### src/core/frw_pkg.sv
// Package for the flash register write control block
`default_nettype none
package frw_pkg;
  localparam logic [7:0] OP_WRITE_REGS    = 8'h01;
  localparam logic [7:0] OP_WRITE_EN      = 8'h06;
  localparam logic [7:0] OP_WRITE_DIS     = 8'h04;
  localparam logic [7:0] OP_VOL_WRITE_EN  = 8'h50;
  localparam logic [7:0] OP_CLEAR_STATUS  = 8'h30;
  // Status 1 bit positions
  localparam int SR1_WIP_POS   = 0;
  localparam int SR1_WEL_POS   = 1;
  localparam int SR1_SRP_POS   = 7;
  // Status 2 bit positions
  localparam int SR2_PERR_POS  = 5;
  localparam int SR2_EERR_POS  = 6;
  // Quad enable positions
  localparam int CR1_QUAD_POS  = 1;
  localparam int CR2_QPI_POS   = 3;
  // Reset values of the non-volatile copies
  localparam logic [7:0] SR1_RESET = 8'h00;
  localparam logic [7:0] CR1_RESET = 8'h00;
  localparam logic [7:0] CR2_RESET = 8'h00;
  localparam logic [7:0] CR3_RESET = 8'h00;
  // Self-timed write durations
  localparam int NV_WRITE_TIME_NS  = 2000;
  localparam int VOL_WRITE_TIME_NS = 50;
  localparam int CLK_PERIOD_NS     = 10;
  localparam int NV_WRITE_CYCLES   = NV_WRITE_TIME_NS / CLK_PERIOD_NS;
  localparam int VOL_WRITE_CYCLES  = VOL_WRITE_TIME_NS / CLK_PERIOD_NS;

  typedef struct packed {
    logic [7:0] sr1;
    logic [7:0] cr1;
    logic [7:0] cr2;
    logic [7:0] cr3;
  } frw_regs_s;

  typedef enum logic [1:0] {
    FRW_TGT_NONE,
    FRW_TGT_NV,
    FRW_TGT_VOL
  } frw_target_e;
endpackage : frw_pkg
`default_nettype wire

### src/core/frw_ctrl.sv
// Command interpreter for register write, write enable and write disable
// What this block does
// - Opcode 01h writes status and config registers
// - Register write needs prior enable command
// - Write enable sets latch, targets non-volatile
// - Volatile enable targets volatile copies only
// - Non-volatile write erases, programs, copies volatile
// - Byte count from chip-select rise point
// - Chip-select rise starts busy write period
// - Latch clears when register write completes
// - Failure sets error, busy until clear
// - Resets ignored during register write
// - Serial or quad four-bit shifting
// - Block protect bits writable either copy
// - Protect bit zero allows enabled writes
// - Protect bit and pin low rejects silently
// - Protection any order, released by pin
// - Quad modes disable pin protection
// - Opcode 06h sets write enable latch
// - Write enable needs exact eight bits
// - Opcode 04h clears write enable latch
// - Latch zero refuses latch-gated commands
// - Write disable ignored while busy
// - Write disable needs exact eight bits
// - Opcode 50h does not set latch
// - Opcode 30h clears latch, errors, hung busy
// - Volatile status 1 always readable
`default_nettype none
module frw_ctrl
  import frw_pkg::*;
(
  input  wire logic       core_clk_in,
  input  wire logic       rst_in,
  input  wire logic       sck_in,
  input  wire logic       cs_n_in,
  input  wire logic [3:0] io_in,
  input  wire logic       wp_n_in,
  input  wire logic       fail_in,
  input  wire logic       hw_reset_in,
  input  wire logic       sw_reset_in,
  output logic            wip_out,
  output logic            wel_out,
  output logic            gated_ok_out,
  output logic [7:0]      status1_volatile_out,
  output logic [7:0]      status2_volatile_out,
  output frw_regs_s       vol_regs_out,
  output frw_regs_s       nv_regs_out,
  output logic            busy_reset_block_out
);

  // Two-stage synchronisers for pins
  logic [1:0] sck_sy_r, cs_sy_r, wp_sy_r, hwr_sy_r;
  logic [3:0] io_s1_r, io_s2_r;
  logic       sck_d_r, cs_d_r;
  always_ff @(posedge core_clk_in)
  begin
    sck_sy_r <= {sck_sy_r[0], sck_in};
    cs_sy_r  <= {cs_sy_r[0], cs_n_in};
    wp_sy_r  <= {wp_sy_r[0], wp_n_in};
    hwr_sy_r <= {hwr_sy_r[0], hw_reset_in};
    io_s1_r  <= io_in;
    io_s2_r  <= io_s1_r;
    sck_d_r  <= sck_sy_r[1];
    cs_d_r   <= cs_sy_r[1];
  end

  logic sck_rise, cs_rise, cs_low;
  assign sck_rise = sck_sy_r[1] & ~sck_d_r;
  assign cs_rise  = cs_sy_r[1] & ~cs_d_r;
  assign cs_low   = ~cs_sy_r[1];

  frw_regs_s   vol_r, nv_r;
  logic [7:0]  sr2_r;
  logic        wip_r, wel_r;
  frw_target_e tgt_r;
  logic [5:0]  bits_r;
  logic [7:0]  op_r;
  logic [31:0] data_r;
  logic [15:0] tmr_r;
  logic        nv_op_r, hang_r;
  frw_regs_s   pend_r;
  logic [2:0]  pend_mask_r;
  logic        hw_prot_r;

  function automatic logic [7:0] merge_byte(input logic [7:0] old_v,
                                            input logic [7:0] new_v,
                                            input logic       en);
    merge_byte = en ? new_v : old_v;
  endfunction : merge_byte

  logic quad_on;
  assign quad_on = vol_r.cr1[CR1_QUAD_POS] | vol_r.cr2[CR2_QPI_POS];

  // Shift register: one or four bits per clock
  logic [5:0] step;
  logic [7:0] op_nxt;
  logic [3:0] nib;
  always_comb
  begin
    step = vol_r.cr2[CR2_QPI_POS] ? 6'd4 : 6'd1;
    nib  = vol_r.cr2[CR2_QPI_POS] ? io_s2_r : {3'b000, io_s2_r[0]};
    op_nxt = vol_r.cr2[CR2_QPI_POS] ? {op_r[3:0], nib}
                                    : {op_r[6:0], nib[0]};
  end

  always_ff @(posedge core_clk_in)
  begin
    if (rst_in || !cs_low)
    begin
      bits_r <= 6'd0;
      op_r   <= 8'h00;
      data_r <= 32'h00000000;
    end
    else if (sck_rise && bits_r < 6'd40)
    begin
      bits_r <= bits_r + step;
      if (bits_r < 6'd8)
        op_r <= op_nxt;
      else if (vol_r.cr2[CR2_QPI_POS])
        data_r <= {data_r[27:0], nib};
      else
        data_r <= {data_r[30:0], nib[0]};
    end
  end

  // Byte count valid only at whole bytes
  // Enables {cr3, cr2, cr1}; status 1 is always written
  logic [2:0] mask_now;
  logic       len_ok;
  always_comb
  begin
    len_ok = 1'b1;
    case (bits_r)
      6'd16: mask_now = 3'b000;
      6'd24: mask_now = 3'b001;
      6'd32: mask_now = 3'b011;
      6'd40: mask_now = 3'b111;
      default:
      begin
        mask_now = 3'b000;
        len_ok   = 1'b0;
      end
    endcase
  end

  // Data bytes in arrival order; the last byte sits low in data_r
  frw_regs_s new_vals;
  logic [31:0] full;
  always_comb
  begin
    case (bits_r)
      6'd16:   full = {data_r[7:0], 24'h000000};
      6'd24:   full = {data_r[15:0], 16'h0000};
      6'd32:   full = {data_r[23:0], 8'h00};
      default: full = data_r;
    endcase
    new_vals = full;
  end

  // Pin protection latches in either order and releases on pin high
  logic prot_now;
  assign prot_now = vol_r.sr1[SR1_SRP_POS] & ~wp_sy_r[1] & ~quad_on;
  always_ff @(posedge core_clk_in)
  begin
    if (rst_in)
      hw_prot_r <= 1'b0;
    else
      hw_prot_r <= prot_now;
  end

  logic end_cmd, is_wrr, is_write_enable_cmd, is_volatile_write_enable_cmd, is_write_disable_cmd, is_clear_status_cmd, wrr_go;
  assign end_cmd  = cs_rise;
  assign is_wrr   = end_cmd && op_r == OP_WRITE_REGS && len_ok;
  assign is_write_enable_cmd  = end_cmd && op_r == OP_WRITE_EN
                    && bits_r == 6'd8;
  assign is_volatile_write_enable_cmd = end_cmd && op_r == OP_VOL_WRITE_EN && bits_r == 6'd8;
  assign is_write_disable_cmd  = end_cmd && op_r == OP_WRITE_DIS
                    && bits_r == 6'd8;
  assign is_clear_status_cmd  = end_cmd && op_r == OP_CLEAR_STATUS && bits_r == 6'd8;
  // Gated on a live enable, not busy, not protected
  assign wrr_go = is_wrr && !wip_r && tgt_r != FRW_TGT_NONE
                  && !hw_prot_r;

  // Busy timer and error hang
  always_ff @(posedge core_clk_in)
  begin
    if (rst_in)
    begin
      wip_r       <= 1'b0;
      tmr_r       <= 16'd0;
      nv_op_r     <= 1'b0;
      hang_r      <= 1'b0;
      pend_r      <= '0;
      pend_mask_r <= 3'b000;
    end
    else if (wrr_go)
    begin
      wip_r       <= 1'b1;
      nv_op_r     <= tgt_r == FRW_TGT_NV;
      tmr_r       <= (tgt_r == FRW_TGT_NV) ? 16'(NV_WRITE_CYCLES)
                                           : 16'(VOL_WRITE_CYCLES);
      pend_r      <= new_vals;
      pend_mask_r <= mask_now;
    end
    else if (is_clear_status_cmd && hang_r)
    begin
      wip_r  <= 1'b0;
      hang_r <= 1'b0;
    end
    else if (wip_r && !hang_r)
    begin
      if (tmr_r > 16'd1)
        tmr_r <= tmr_r - 16'd1;
      else if (fail_in)
        hang_r <= 1'b1;
      else
        wip_r <= 1'b0;
    end
  end

  logic done;
  assign done = wip_r && !hang_r && tmr_r <= 16'd1 && !fail_in;

  // Register copies; hw/sw resets do not touch them and only feed busy_reset_block_out
  always_ff @(posedge core_clk_in)
  begin
    if (rst_in)
    begin
      nv_r  <= {SR1_RESET, CR1_RESET, CR2_RESET, CR3_RESET};
      vol_r <= {SR1_RESET, CR1_RESET, CR2_RESET, CR3_RESET};
    end
    else if (done)
    begin
      if (nv_op_r)
      begin
        // Erase and program as one step, mirrored to volatile in the same cycle
        nv_r.sr1  <= pend_r.sr1;
        nv_r.cr1  <= merge_byte(nv_r.cr1, pend_r.cr1, pend_mask_r[0]);
        nv_r.cr2  <= merge_byte(nv_r.cr2, pend_r.cr2, pend_mask_r[1]);
        nv_r.cr3  <= merge_byte(nv_r.cr3, pend_r.cr3, pend_mask_r[2]);
        vol_r.sr1 <= pend_r.sr1;
        vol_r.cr1 <= merge_byte(nv_r.cr1, pend_r.cr1, pend_mask_r[0]);
        vol_r.cr2 <= merge_byte(nv_r.cr2, pend_r.cr2, pend_mask_r[1]);
        vol_r.cr3 <= merge_byte(nv_r.cr3, pend_r.cr3, pend_mask_r[2]);
      end
      else
      begin
        vol_r.sr1 <= pend_r.sr1;
        vol_r.cr1 <= merge_byte(vol_r.cr1, pend_r.cr1, pend_mask_r[0]);
        vol_r.cr2 <= merge_byte(vol_r.cr2, pend_r.cr2, pend_mask_r[1]);
        vol_r.cr3 <= merge_byte(vol_r.cr3, pend_r.cr3, pend_mask_r[2]);
      end
    end
  end

  // Write enable latch and write target
  always_ff @(posedge core_clk_in)
  begin
    if (rst_in)
    begin
      wel_r <= 1'b0;
      tgt_r <= FRW_TGT_NONE;
    end
    else if (done || is_clear_status_cmd)
    begin
      wel_r <= 1'b0;
      tgt_r <= FRW_TGT_NONE;
    end
    else if (wrr_go)
      tgt_r <= FRW_TGT_NONE;
    else if (is_write_enable_cmd && !wip_r)
    begin
      wel_r <= 1'b1;
      tgt_r <= FRW_TGT_NV;
    end
    else if (is_volatile_write_enable_cmd && !wip_r)
      tgt_r <= FRW_TGT_VOL;
    else if (is_write_disable_cmd && !wip_r)
    begin
      wel_r <= 1'b0;
      tgt_r <= FRW_TGT_NONE;
    end
  end

  // Error flags: failure set wins over a same-cycle clear
  always_ff @(posedge core_clk_in)
  begin
    if (rst_in)
      sr2_r <= 8'h00;
    else if (wip_r && !hang_r && tmr_r <= 16'd1 && fail_in)
    begin
      if (nv_op_r)
        sr2_r[SR2_EERR_POS] <= 1'b1;
      else
        sr2_r[SR2_PERR_POS] <= 1'b1;
    end
    else if (is_clear_status_cmd)
    begin
      sr2_r[SR2_PERR_POS] <= 1'b0;
      sr2_r[SR2_EERR_POS] <= 1'b0;
    end
  end

  // Outputs from flip-flops
  always_ff @(posedge core_clk_in)
  begin
    if (rst_in)
    begin
      wip_out              <= 1'b0;
      wel_out              <= 1'b0;
      gated_ok_out         <= 1'b0;
      status1_volatile_out <= 8'h00;
      status2_volatile_out <= 8'h00;
      vol_regs_out         <= '0;
      nv_regs_out          <= '0;
      busy_reset_block_out <= 1'b0;
    end
    else
    begin
      wip_out      <= wip_r;
      wel_out      <= wel_r;
      gated_ok_out <= wel_r;
      status1_volatile_out <= {vol_r.sr1[7:2], wel_r, wip_r};
      status2_volatile_out <= sr2_r;
      vol_regs_out <= vol_r;
      nv_regs_out  <= nv_r;
      busy_reset_block_out <= wip_r & (hwr_sy_r[1] | sw_reset_in);
    end
  end

  wrr_busy_a: assert property (@(posedge core_clk_in) disable iff (rst_in)
    wrr_go |=> wip_r) else $error("write not busy");
  rej_idle_a: assert property (@(posedge core_clk_in) disable iff (rst_in)
    (is_wrr && hw_prot_r && !wip_r) |=> !wip_r)
    else $error("rejected write went busy");
  wel_done_a: assert property (@(posedge core_clk_in) disable iff (rst_in)
    done |=> !wel_r) else $error("latch not cleared");
  write_enable_cmd_set_a: assert property (@(posedge core_clk_in) disable iff (rst_in)
    (is_write_enable_cmd && !wip_r && !done) |=> wel_r)
    else $error("enable not set");
  write_disable_cmd_busy_a: assert property (@(posedge core_clk_in) disable iff (rst_in)
    (is_write_disable_cmd && wip_r && wel_r && !done && !is_clear_status_cmd) |=> wel_r)
    else $error("disable acted while busy");
  volatile_write_enable_cmd_nowel_a: assert property (@(posedge core_clk_in) disable iff (rst_in)
    (is_volatile_write_enable_cmd && !wel_r) |=> !wel_r)
    else $error("volatile enable set latch");
  hang_hold_a: assert property (@(posedge core_clk_in) disable iff (rst_in)
    (hang_r && !is_clear_status_cmd) |=> (wip_r && hang_r))
    else $error("hang released");
  no_enable_a: assert property (@(posedge core_clk_in) disable iff (rst_in)
    (is_wrr && tgt_r == FRW_TGT_NONE && !wip_r) |=> !wip_r)
    else $error("unenabled write ran");
  quad_prot_a: assert property (@(posedge core_clk_in) disable iff (rst_in)
    $past(quad_on) |-> !hw_prot_r)
    else $error("pin protection in quad");
  nv_write_c: cover property (@(posedge core_clk_in)
    wrr_go && tgt_r == FRW_TGT_NV);
  vol_write_c: cover property (@(posedge core_clk_in)
    wrr_go && tgt_r == FRW_TGT_VOL);
  hang_c: cover property (@(posedge core_clk_in) hang_r && is_clear_status_cmd);
  reject_c: cover property (@(posedge core_clk_in) is_wrr && hw_prot_r);
endmodule : frw_ctrl
`default_nettype wire

### config.mk
export PLATFORM = sky130hd
export DESIGN_NAME = frw_ctrl
export DESIGN_NICKNAME = d
export VERILOG_FILES = /design/src/core/frw_pkg.sv /design/src/core/frw_ctrl.sv
export SDC_FILE = /design/constraint.sdc
export NUM_CORES = 1
export LEC_CHECK = 0
export BUFFER_PORTS_ARGS = -buffer_cell sky130_fd_sc_hd__buf_2
export CAP_MARGIN = 0
export CORE_MARGIN = 10
export CORE_UTILIZATION = 55
export CTS_BUF_LIST = sky130_fd_sc_hd__clkbuf_8
export CTS_CLUSTER_DIAMETER = 150
export CTS_CLUSTER_SIZE = 12
export DETAILED_ROUTE_END_ITERATION = 8
export PLACE_DENSITY = 0.75
export SLEW_MARGIN = 15
export SYNTH_ARGS = -nofsm -noshare
export SYNTH_HDL_FRONTEND = slang
export SYNTH_SLANG_ARGS = --single-unit
### constraint.sdc
create_clock -name core_clk_in -period 5.2 [get_ports core_clk_in]
set_input_delay 0.52 -clock core_clk_in [delete_from_list [all_inputs] [get_ports core_clk_in]]
set_output_delay 0.52 -clock core_clk_in [all_outputs]
set_load 0.01 [all_outputs]
# After elaboration in Yosys (flattened, before gate mapping)
# Index checks and enable logic that the tools add are counted.
totals:
  mem_bits_rw: 0
  rom_bits: 0
  latchBits: 0
  in_bits: 12
  register_bits: 265
  output_inout_bits: 84
  n_memories: 0
classes:
  div_mod_pow: 0
  n_bitwise: 13
  n_mux: 38
  add_sub_neg: 2
  shift: 0
  order_cmp: 4
  n_mul: 0
  eq_ne: 18
  reduce_logical: 57
ops:
  columns: ["cell", "n"]
  rows:
  - ["32-bit one-hot mux with 3 select lines", 1]
  - ["16-bit 2-to-1 mux", 4]
  - ["8-bit 2-to-1 mux", 8]
  - ["32-bit 2-to-1 mux", 1]
  - ["24-bit 2-to-1 mux", 1]
  - ["1-bit logical AND", 22]
  - ["2-bit nonzero test", 11]
  - ["8-bit by 3-bit equality test with 1-bit output (second input constant)", 2]
  - ["16-bit by 1-bit greater-than comparator with 1-bit output (second input constant)", 1]
  - ["16-bit by 1-bit less-or-equal comparator with 1-bit output (second input constant)", 1]
  - ["1-bit 2-to-1 mux", 16]
  - ["2-bit AND reduction", 8]
  - ["16-bit by 1-bit subtractor with 16-bit output (second input constant)", 1]
  - ["6-bit by 5-bit equality test with 1-bit output (second input constant)", 2]
  - ["6-bit equality test (second input constant)", 2]
  - ["2-bit != test (second input constant)", 5]
  - ["3-bit one-hot mux with 3 select lines", 1]
  - ["3-bit AND reduction", 3]
  - ["8-bit by 1-bit equality test with 1-bit output (second input constant)", 1]
  - ["8-bit by 6-bit equality test with 1-bit output (second input constant)", 1]
  - ["8-bit by 7-bit equality test with 1-bit output (second input constant)", 1]
  - ["2-bit 2-to-1 mux", 4]
  - ["4-bit OR reduction", 2]
  - ["6-bit by 3-bit adder with 6-bit output", 1]
  - ["other kinds (17)", 32]

# Longest topological paths before layout
depth:
  depth_word: 9
  mapped_depth: 9
  mapped_depth_nobuf: 7

# Worst setup path before layout
# Ideal clock, no wire load.
synth_timing:
  path_type: "register to register"
  start: "register tmr_r[2]"
  end: "register vol_r[14] in the netlist's numbering"
  required_time_ns: 5.121
  stages_incl_launch_ff: 9
  arrival_ns: 2.313
  slack_ns: 2.807
  n_path_buf: 3
  period_less_slack_ns: 2.393
  cell_sequence: "dfxtp_1 -> or4_1 -> buf_2 -> or4_4 -> buf_6 -> nor3_4 -> buf_6 -> nor2_1 -> a211oi_2"
synth_between:
  elab_chain_cells: 4
synth_rtl:
  columns: ["element", "line", "text"]
  rows:
  - ["from (decl)", "frw_ctrl.sv:79", "logic [15:0] tmr_r;"]
  - ["from (signal assigned)", "frw_ctrl.sv:200", "tmr_r <= (tgt_r == FRW_TGT_NV) ? 16'(NV_WRITE_CYCLES)"]
  - ["from (signal assigned)", "frw_ctrl.sv:213", "tmr_r <= tmr_r - 16'd1;"]
  - ["16-bit by 1-bit less-or-equal comparator with 1-bit output", "frw_ctrl.sv:222", "assign done = wip_r && !hang_r && tmr_r <= 16'd1 && !fail_in;"]
  - ["1-bit logical AND (2 in a row)", "frw_ctrl.sv:222", null]
  - ["2-bit AND reduction (no source line)", null, null]
  - ["to (signal assigned)", "frw_ctrl.sv:230", "vol_r <= {SR1_RESET, CR1_RESET, CR2_RESET, CR3_RESET};"]
  - ["to (decl)", "frw_ctrl.sv:72", "frw_regs_s vol_r, nv_r;"]
# No other way between the ends.
# A chain may end at the register's enable or synchronous reset.

# Worst setup path after layout
layout_timing:
  start: "register wip_r"
  end: "register tgt_r[1]"
layout_between:
  elab_chain_cells: 5
  word_cells_on_any_way: 14
layout_rtl:
  columns: ["element", "line", "text"]
  rows:
  - ["from (decl)", "frw_ctrl.sv:74", "logic wip_r, wel_r;"]
  - ["from (signal assigned)", "frw_ctrl.sv:189", "wip_r <= 1'b0;"]
  - ["from (signal assigned)", "frw_ctrl.sv:198", "wip_r <= 1'b1;"]
  - ["from (signal assigned)", "frw_ctrl.sv:207", "wip_r <= 1'b0;"]
  - ["1-bit zero test or 1-bit logical AND (tied branches)", null, null]
  - ["1-bit logical AND, on equally long branches (2 in a row)", "frw_ctrl.sv:181, frw_ctrl.sv:222", null]
  - ["1-bit logical AND or 1-bit logical OR (tied branches)", "frw_ctrl.sv:182, frw_ctrl.sv:264", null]
  - ["4-bit OR reduction (no source line)", null, null]
  - ["to (signal assigned)", "frw_ctrl.sv:262", "tgt_r <= FRW_TGT_NONE;"]
  - ["to (signal assigned)", "frw_ctrl.sv:267", "tgt_r <= FRW_TGT_NONE;"]
  - ["to (signal assigned)", "frw_ctrl.sv:270", "tgt_r <= FRW_TGT_NONE;"]
  - ["to (decl)", "frw_ctrl.sv:75", "frw_target_e tgt_r;"]
# Several ways; a longest one is shown, not always the timed one.

==> metrics.csv <==
metric,value,unit
ios,96,
skew,0.0142,ns
slowest_delay,0.83,ns
overflow,0,
wl_per_cell,16.3,um
numClockSinks,257,
avgViaCountPerCell,5.61,
worstSkewPairLatency,0.53,ns
ir_worst_vdd,0.224,mV
cap_violations,0,
crit_slowest_cell,nand4b_1,
clock.fmax,340,MHz
worstPathCellList,"nor4_1, o211ai_1, nand4b_1, nand2b_1, nor4_1",
period_share,56.5,%
die_w,154,um
cts.reportedPaths.clkPinSlew,0.08,ns
cts_max_level,1,
grt_pass1_vias,6638,
crit_start,wip_r,
startpoint_type,flop,
worstSetupPathType,reg -> reg,
final_net_count,1055,
rows,48,
p_leak,4.02,nW
grt_pass1_wl,34300,um
cp_top_family,simple AND/OR/NAND/NOR gates,
drive_gt1_share,16.6,%
rsz0062_at_grt,false,
critPathMaxFanout,19,
synthTopCellsByCount,"dfxtp_1, nor2_1, nor2b_1",
grtUsageTotal,16.8,%
min_period,2.94,ns
die_area,0.0237,mm^2
gp_congestion,0.848,
cts_resized,0,
yosysTopAreaCell,dfxtp_1,
first_pass_iters,7,
rrSetupSlack,2.26,ns
r2r-start,wip_r,
syn_area,0.00986,mm^2
hold_viol_final,0,
reg2regPathDepth,5,
setup_viol,0,
cp-endpoint,tgt_r[1],
drc_errors,0,
syn_to_final_growth,8.09,%
coreArea,0.0174,mm^2
hp-class,in -> reg,
slew_headroom,36.5,%
syn_inst,988,
wirelength,20500,um
crit_path_frequent_cell,nor4_1,
grt_max_degree,101,
cts_root_buf,clkbuf_8,
arrival,3.32,ns
yosys.cell_count.top_type,dfxtp_1,
synth_seq_area_share,52.2,%
netlist.area_leader.share,52.2,%
ys_top_cells_by_area,"dfxtp_1, mux2i_1, nor2b_1, a211oi_1, nor2_1",
final_area,0.0107,mm^2
synth-async-reset-ratio,0,%
post_cts_buffers,0,
cts_tree,done,
yosys_warnings,0,
yosysUniqueCellTypes,51,
worst_pin_slew,0.953,ns
via_count,7074,
die_h,154,um
ys_seq_elements,257,
r2r_end,tgt_r[1],
clockBufferDepth,3,
maxSlewViolCount,0,
place_hpwl,14100,um
cts-hold-fix-buffers,0,
drt_iter0_drc,660,
synth_flop_cell,dfxtp_1,
diodes,0,
syn_avg_cell_area,9.98,um^2
start_util,56.6,%
cp_num_buf_inv,0,
required,5.59,ns
crit_path_end_kind,flop,
antenna_left,0,
numCtsBuffers,25,
place_area,0.0103,mm^2
cp.depth,5,
power.density,289,mW/mm^2
run_status,finished clean,
antenna_found_initial,0,
portBuffers,89,
synth_edf_count,0,
finalSetupTns,0,ns
layout make-up:
cell class	count	area, um^2
Clock buffer	25	344
Clock inverter	1	8.76
Fill cell	1524	6750
Inverter	5	18.8
Multi-Input combinational cell	652	4360
Sequential cell	257	5150
Tap cell	225	282
Timing Repair Buffer	97	508
cell families (layout without fill, tap and decap cells):
group / after synthesis / count (layout) / synth area share, %
and+or+nand+nor: 340 / 340 / 17.7
DFF: 257 / 257 / 52.2
muxes: 99 / 99 / 10.4
xor gates and xnor gates: 17 / 17 / 1.51
other: 1 / 6 / 0.0380
buffers and inverters: 84 / 128 / 4.10
adders and majority gates: 5 / 5 / 0.634
AOI/OAI and AO/OA: 185 / 185 / 13.5
how the worst min path moves through the flow:
| stage | start | cells after the start | endpoint |
|---|---|---|---|
| 2_1_floorplan | cs_sy_r[0] | 0 | cs_sy_r[1] |
| 3_3_place_gp | io_s1_r[0] | 0 | io_s2_r[0] |
| 3_5_place_dp | cs_sy_r[0] | 0 | cs_sy_r[1] |
| 4_1_cts | wp_n_in | 1 | wp_sy_r[0] |
| 5_1_grt | wp_n_in | 1 | wp_sy_r[0] |
| 6_report | wp_n_in | 1 | wp_sy_r[0] |
report_power, final:
group | switching, W | internal (W) | leakage [nW]
logic | 0.0000403 | 0.0000137 | 1.76
clock network | 0.000608 | 0.000433 | 0.184
registers | 0.00000730 | 0.00198 | 2.08
total | 0.000656 | 0.00242 | 4.02
sequential cells by signal, summed over array words and instances, names as in the netlist, 3 cells and up:
signal                cells
io_s2_r                   4
tmr_r                    16
nv_r                     32
bits_r                    6
io_s1_r                   4
status1_volatile_out      8
data_r                   32
vol_regs_out             26
vol_r                    32
pend_r                   32
nv_regs_out              32
pend_mask_r               3
op_r                      8
placed cells by master, fill, tap and decap left out, types with 3 or more instances in the layout:
master / synthesis / final
a211oi_2: 6 / 6
o21ai_0: 7 / 7
a21boi_0: 5 / 5
clkbuf_8: 0 / 25
o31ai_1: 3 / 3
a31oi_1: 3 / 3
a21oi_1: 43 / 43
buf_4: 15 / 9
xor2_1: 3 / 3
mux2i_1: 75 / 75
conb_1: 1 / 6
a22oi_1: 8 / 8
nor2b_1: 96 / 96
nand2b_1: 6 / 6
mux2_2: 24 / 24
xnor2_1: 14 / 14
or4_1: 3 / 3
nand3_1: 12 / 12
nand3b_1: 4 / 4
or2_2: 5 / 5
nor4_1: 11 / 11
nand2_1: 45 / 45
ha_1: 5 / 5
dfxtp_1: 257 / 256
nor3_1: 13 / 12
o21bai_1: 10 / 10
a211oi_1: 76 / 76
a222oi_1: 16 / 16
inv_1: 5 / 5
nor2_1: 125 / 124
nor4b_1: 4 / 4
buf_2: 2 / 88
nor3_4: 3 / 3
stage by stage:
stage / util (%) / setup WS (ns) / power [W] / cells / hold slack (ns)
floorplan: - / 2.81 / 0.00207 / 993 / 0.310
finish: 61.2 / 2.26 / 0.00308 / 1262 / 0.0861
CTS: 61.2 / 2.27 / 0.00311 / 1262 / 0.0605
detailed placement: 59.2 / 2.29 / 0.00208 / 1236 / 0.313
global placement: 59.2 / 2.39 / 0.00208 / 1236 / 0.310
global route: 61.2 / 1.93 / 0.00319 / 1262 / 0.0564
per-layer routing:
metal | share of wire, % | up-vias | GRT usage [%]
met5 | 0 | - | 0
met4 | 1.9 | 0 | 4.50
met3 | 7.3 | 37 | 3.51
met2 | 44 | 213 | 25.4
met1 | 47 | 3269 | 23.7
li1 | - | 3555 | -
Note: power is estimated with default switching activity, not from simulation.
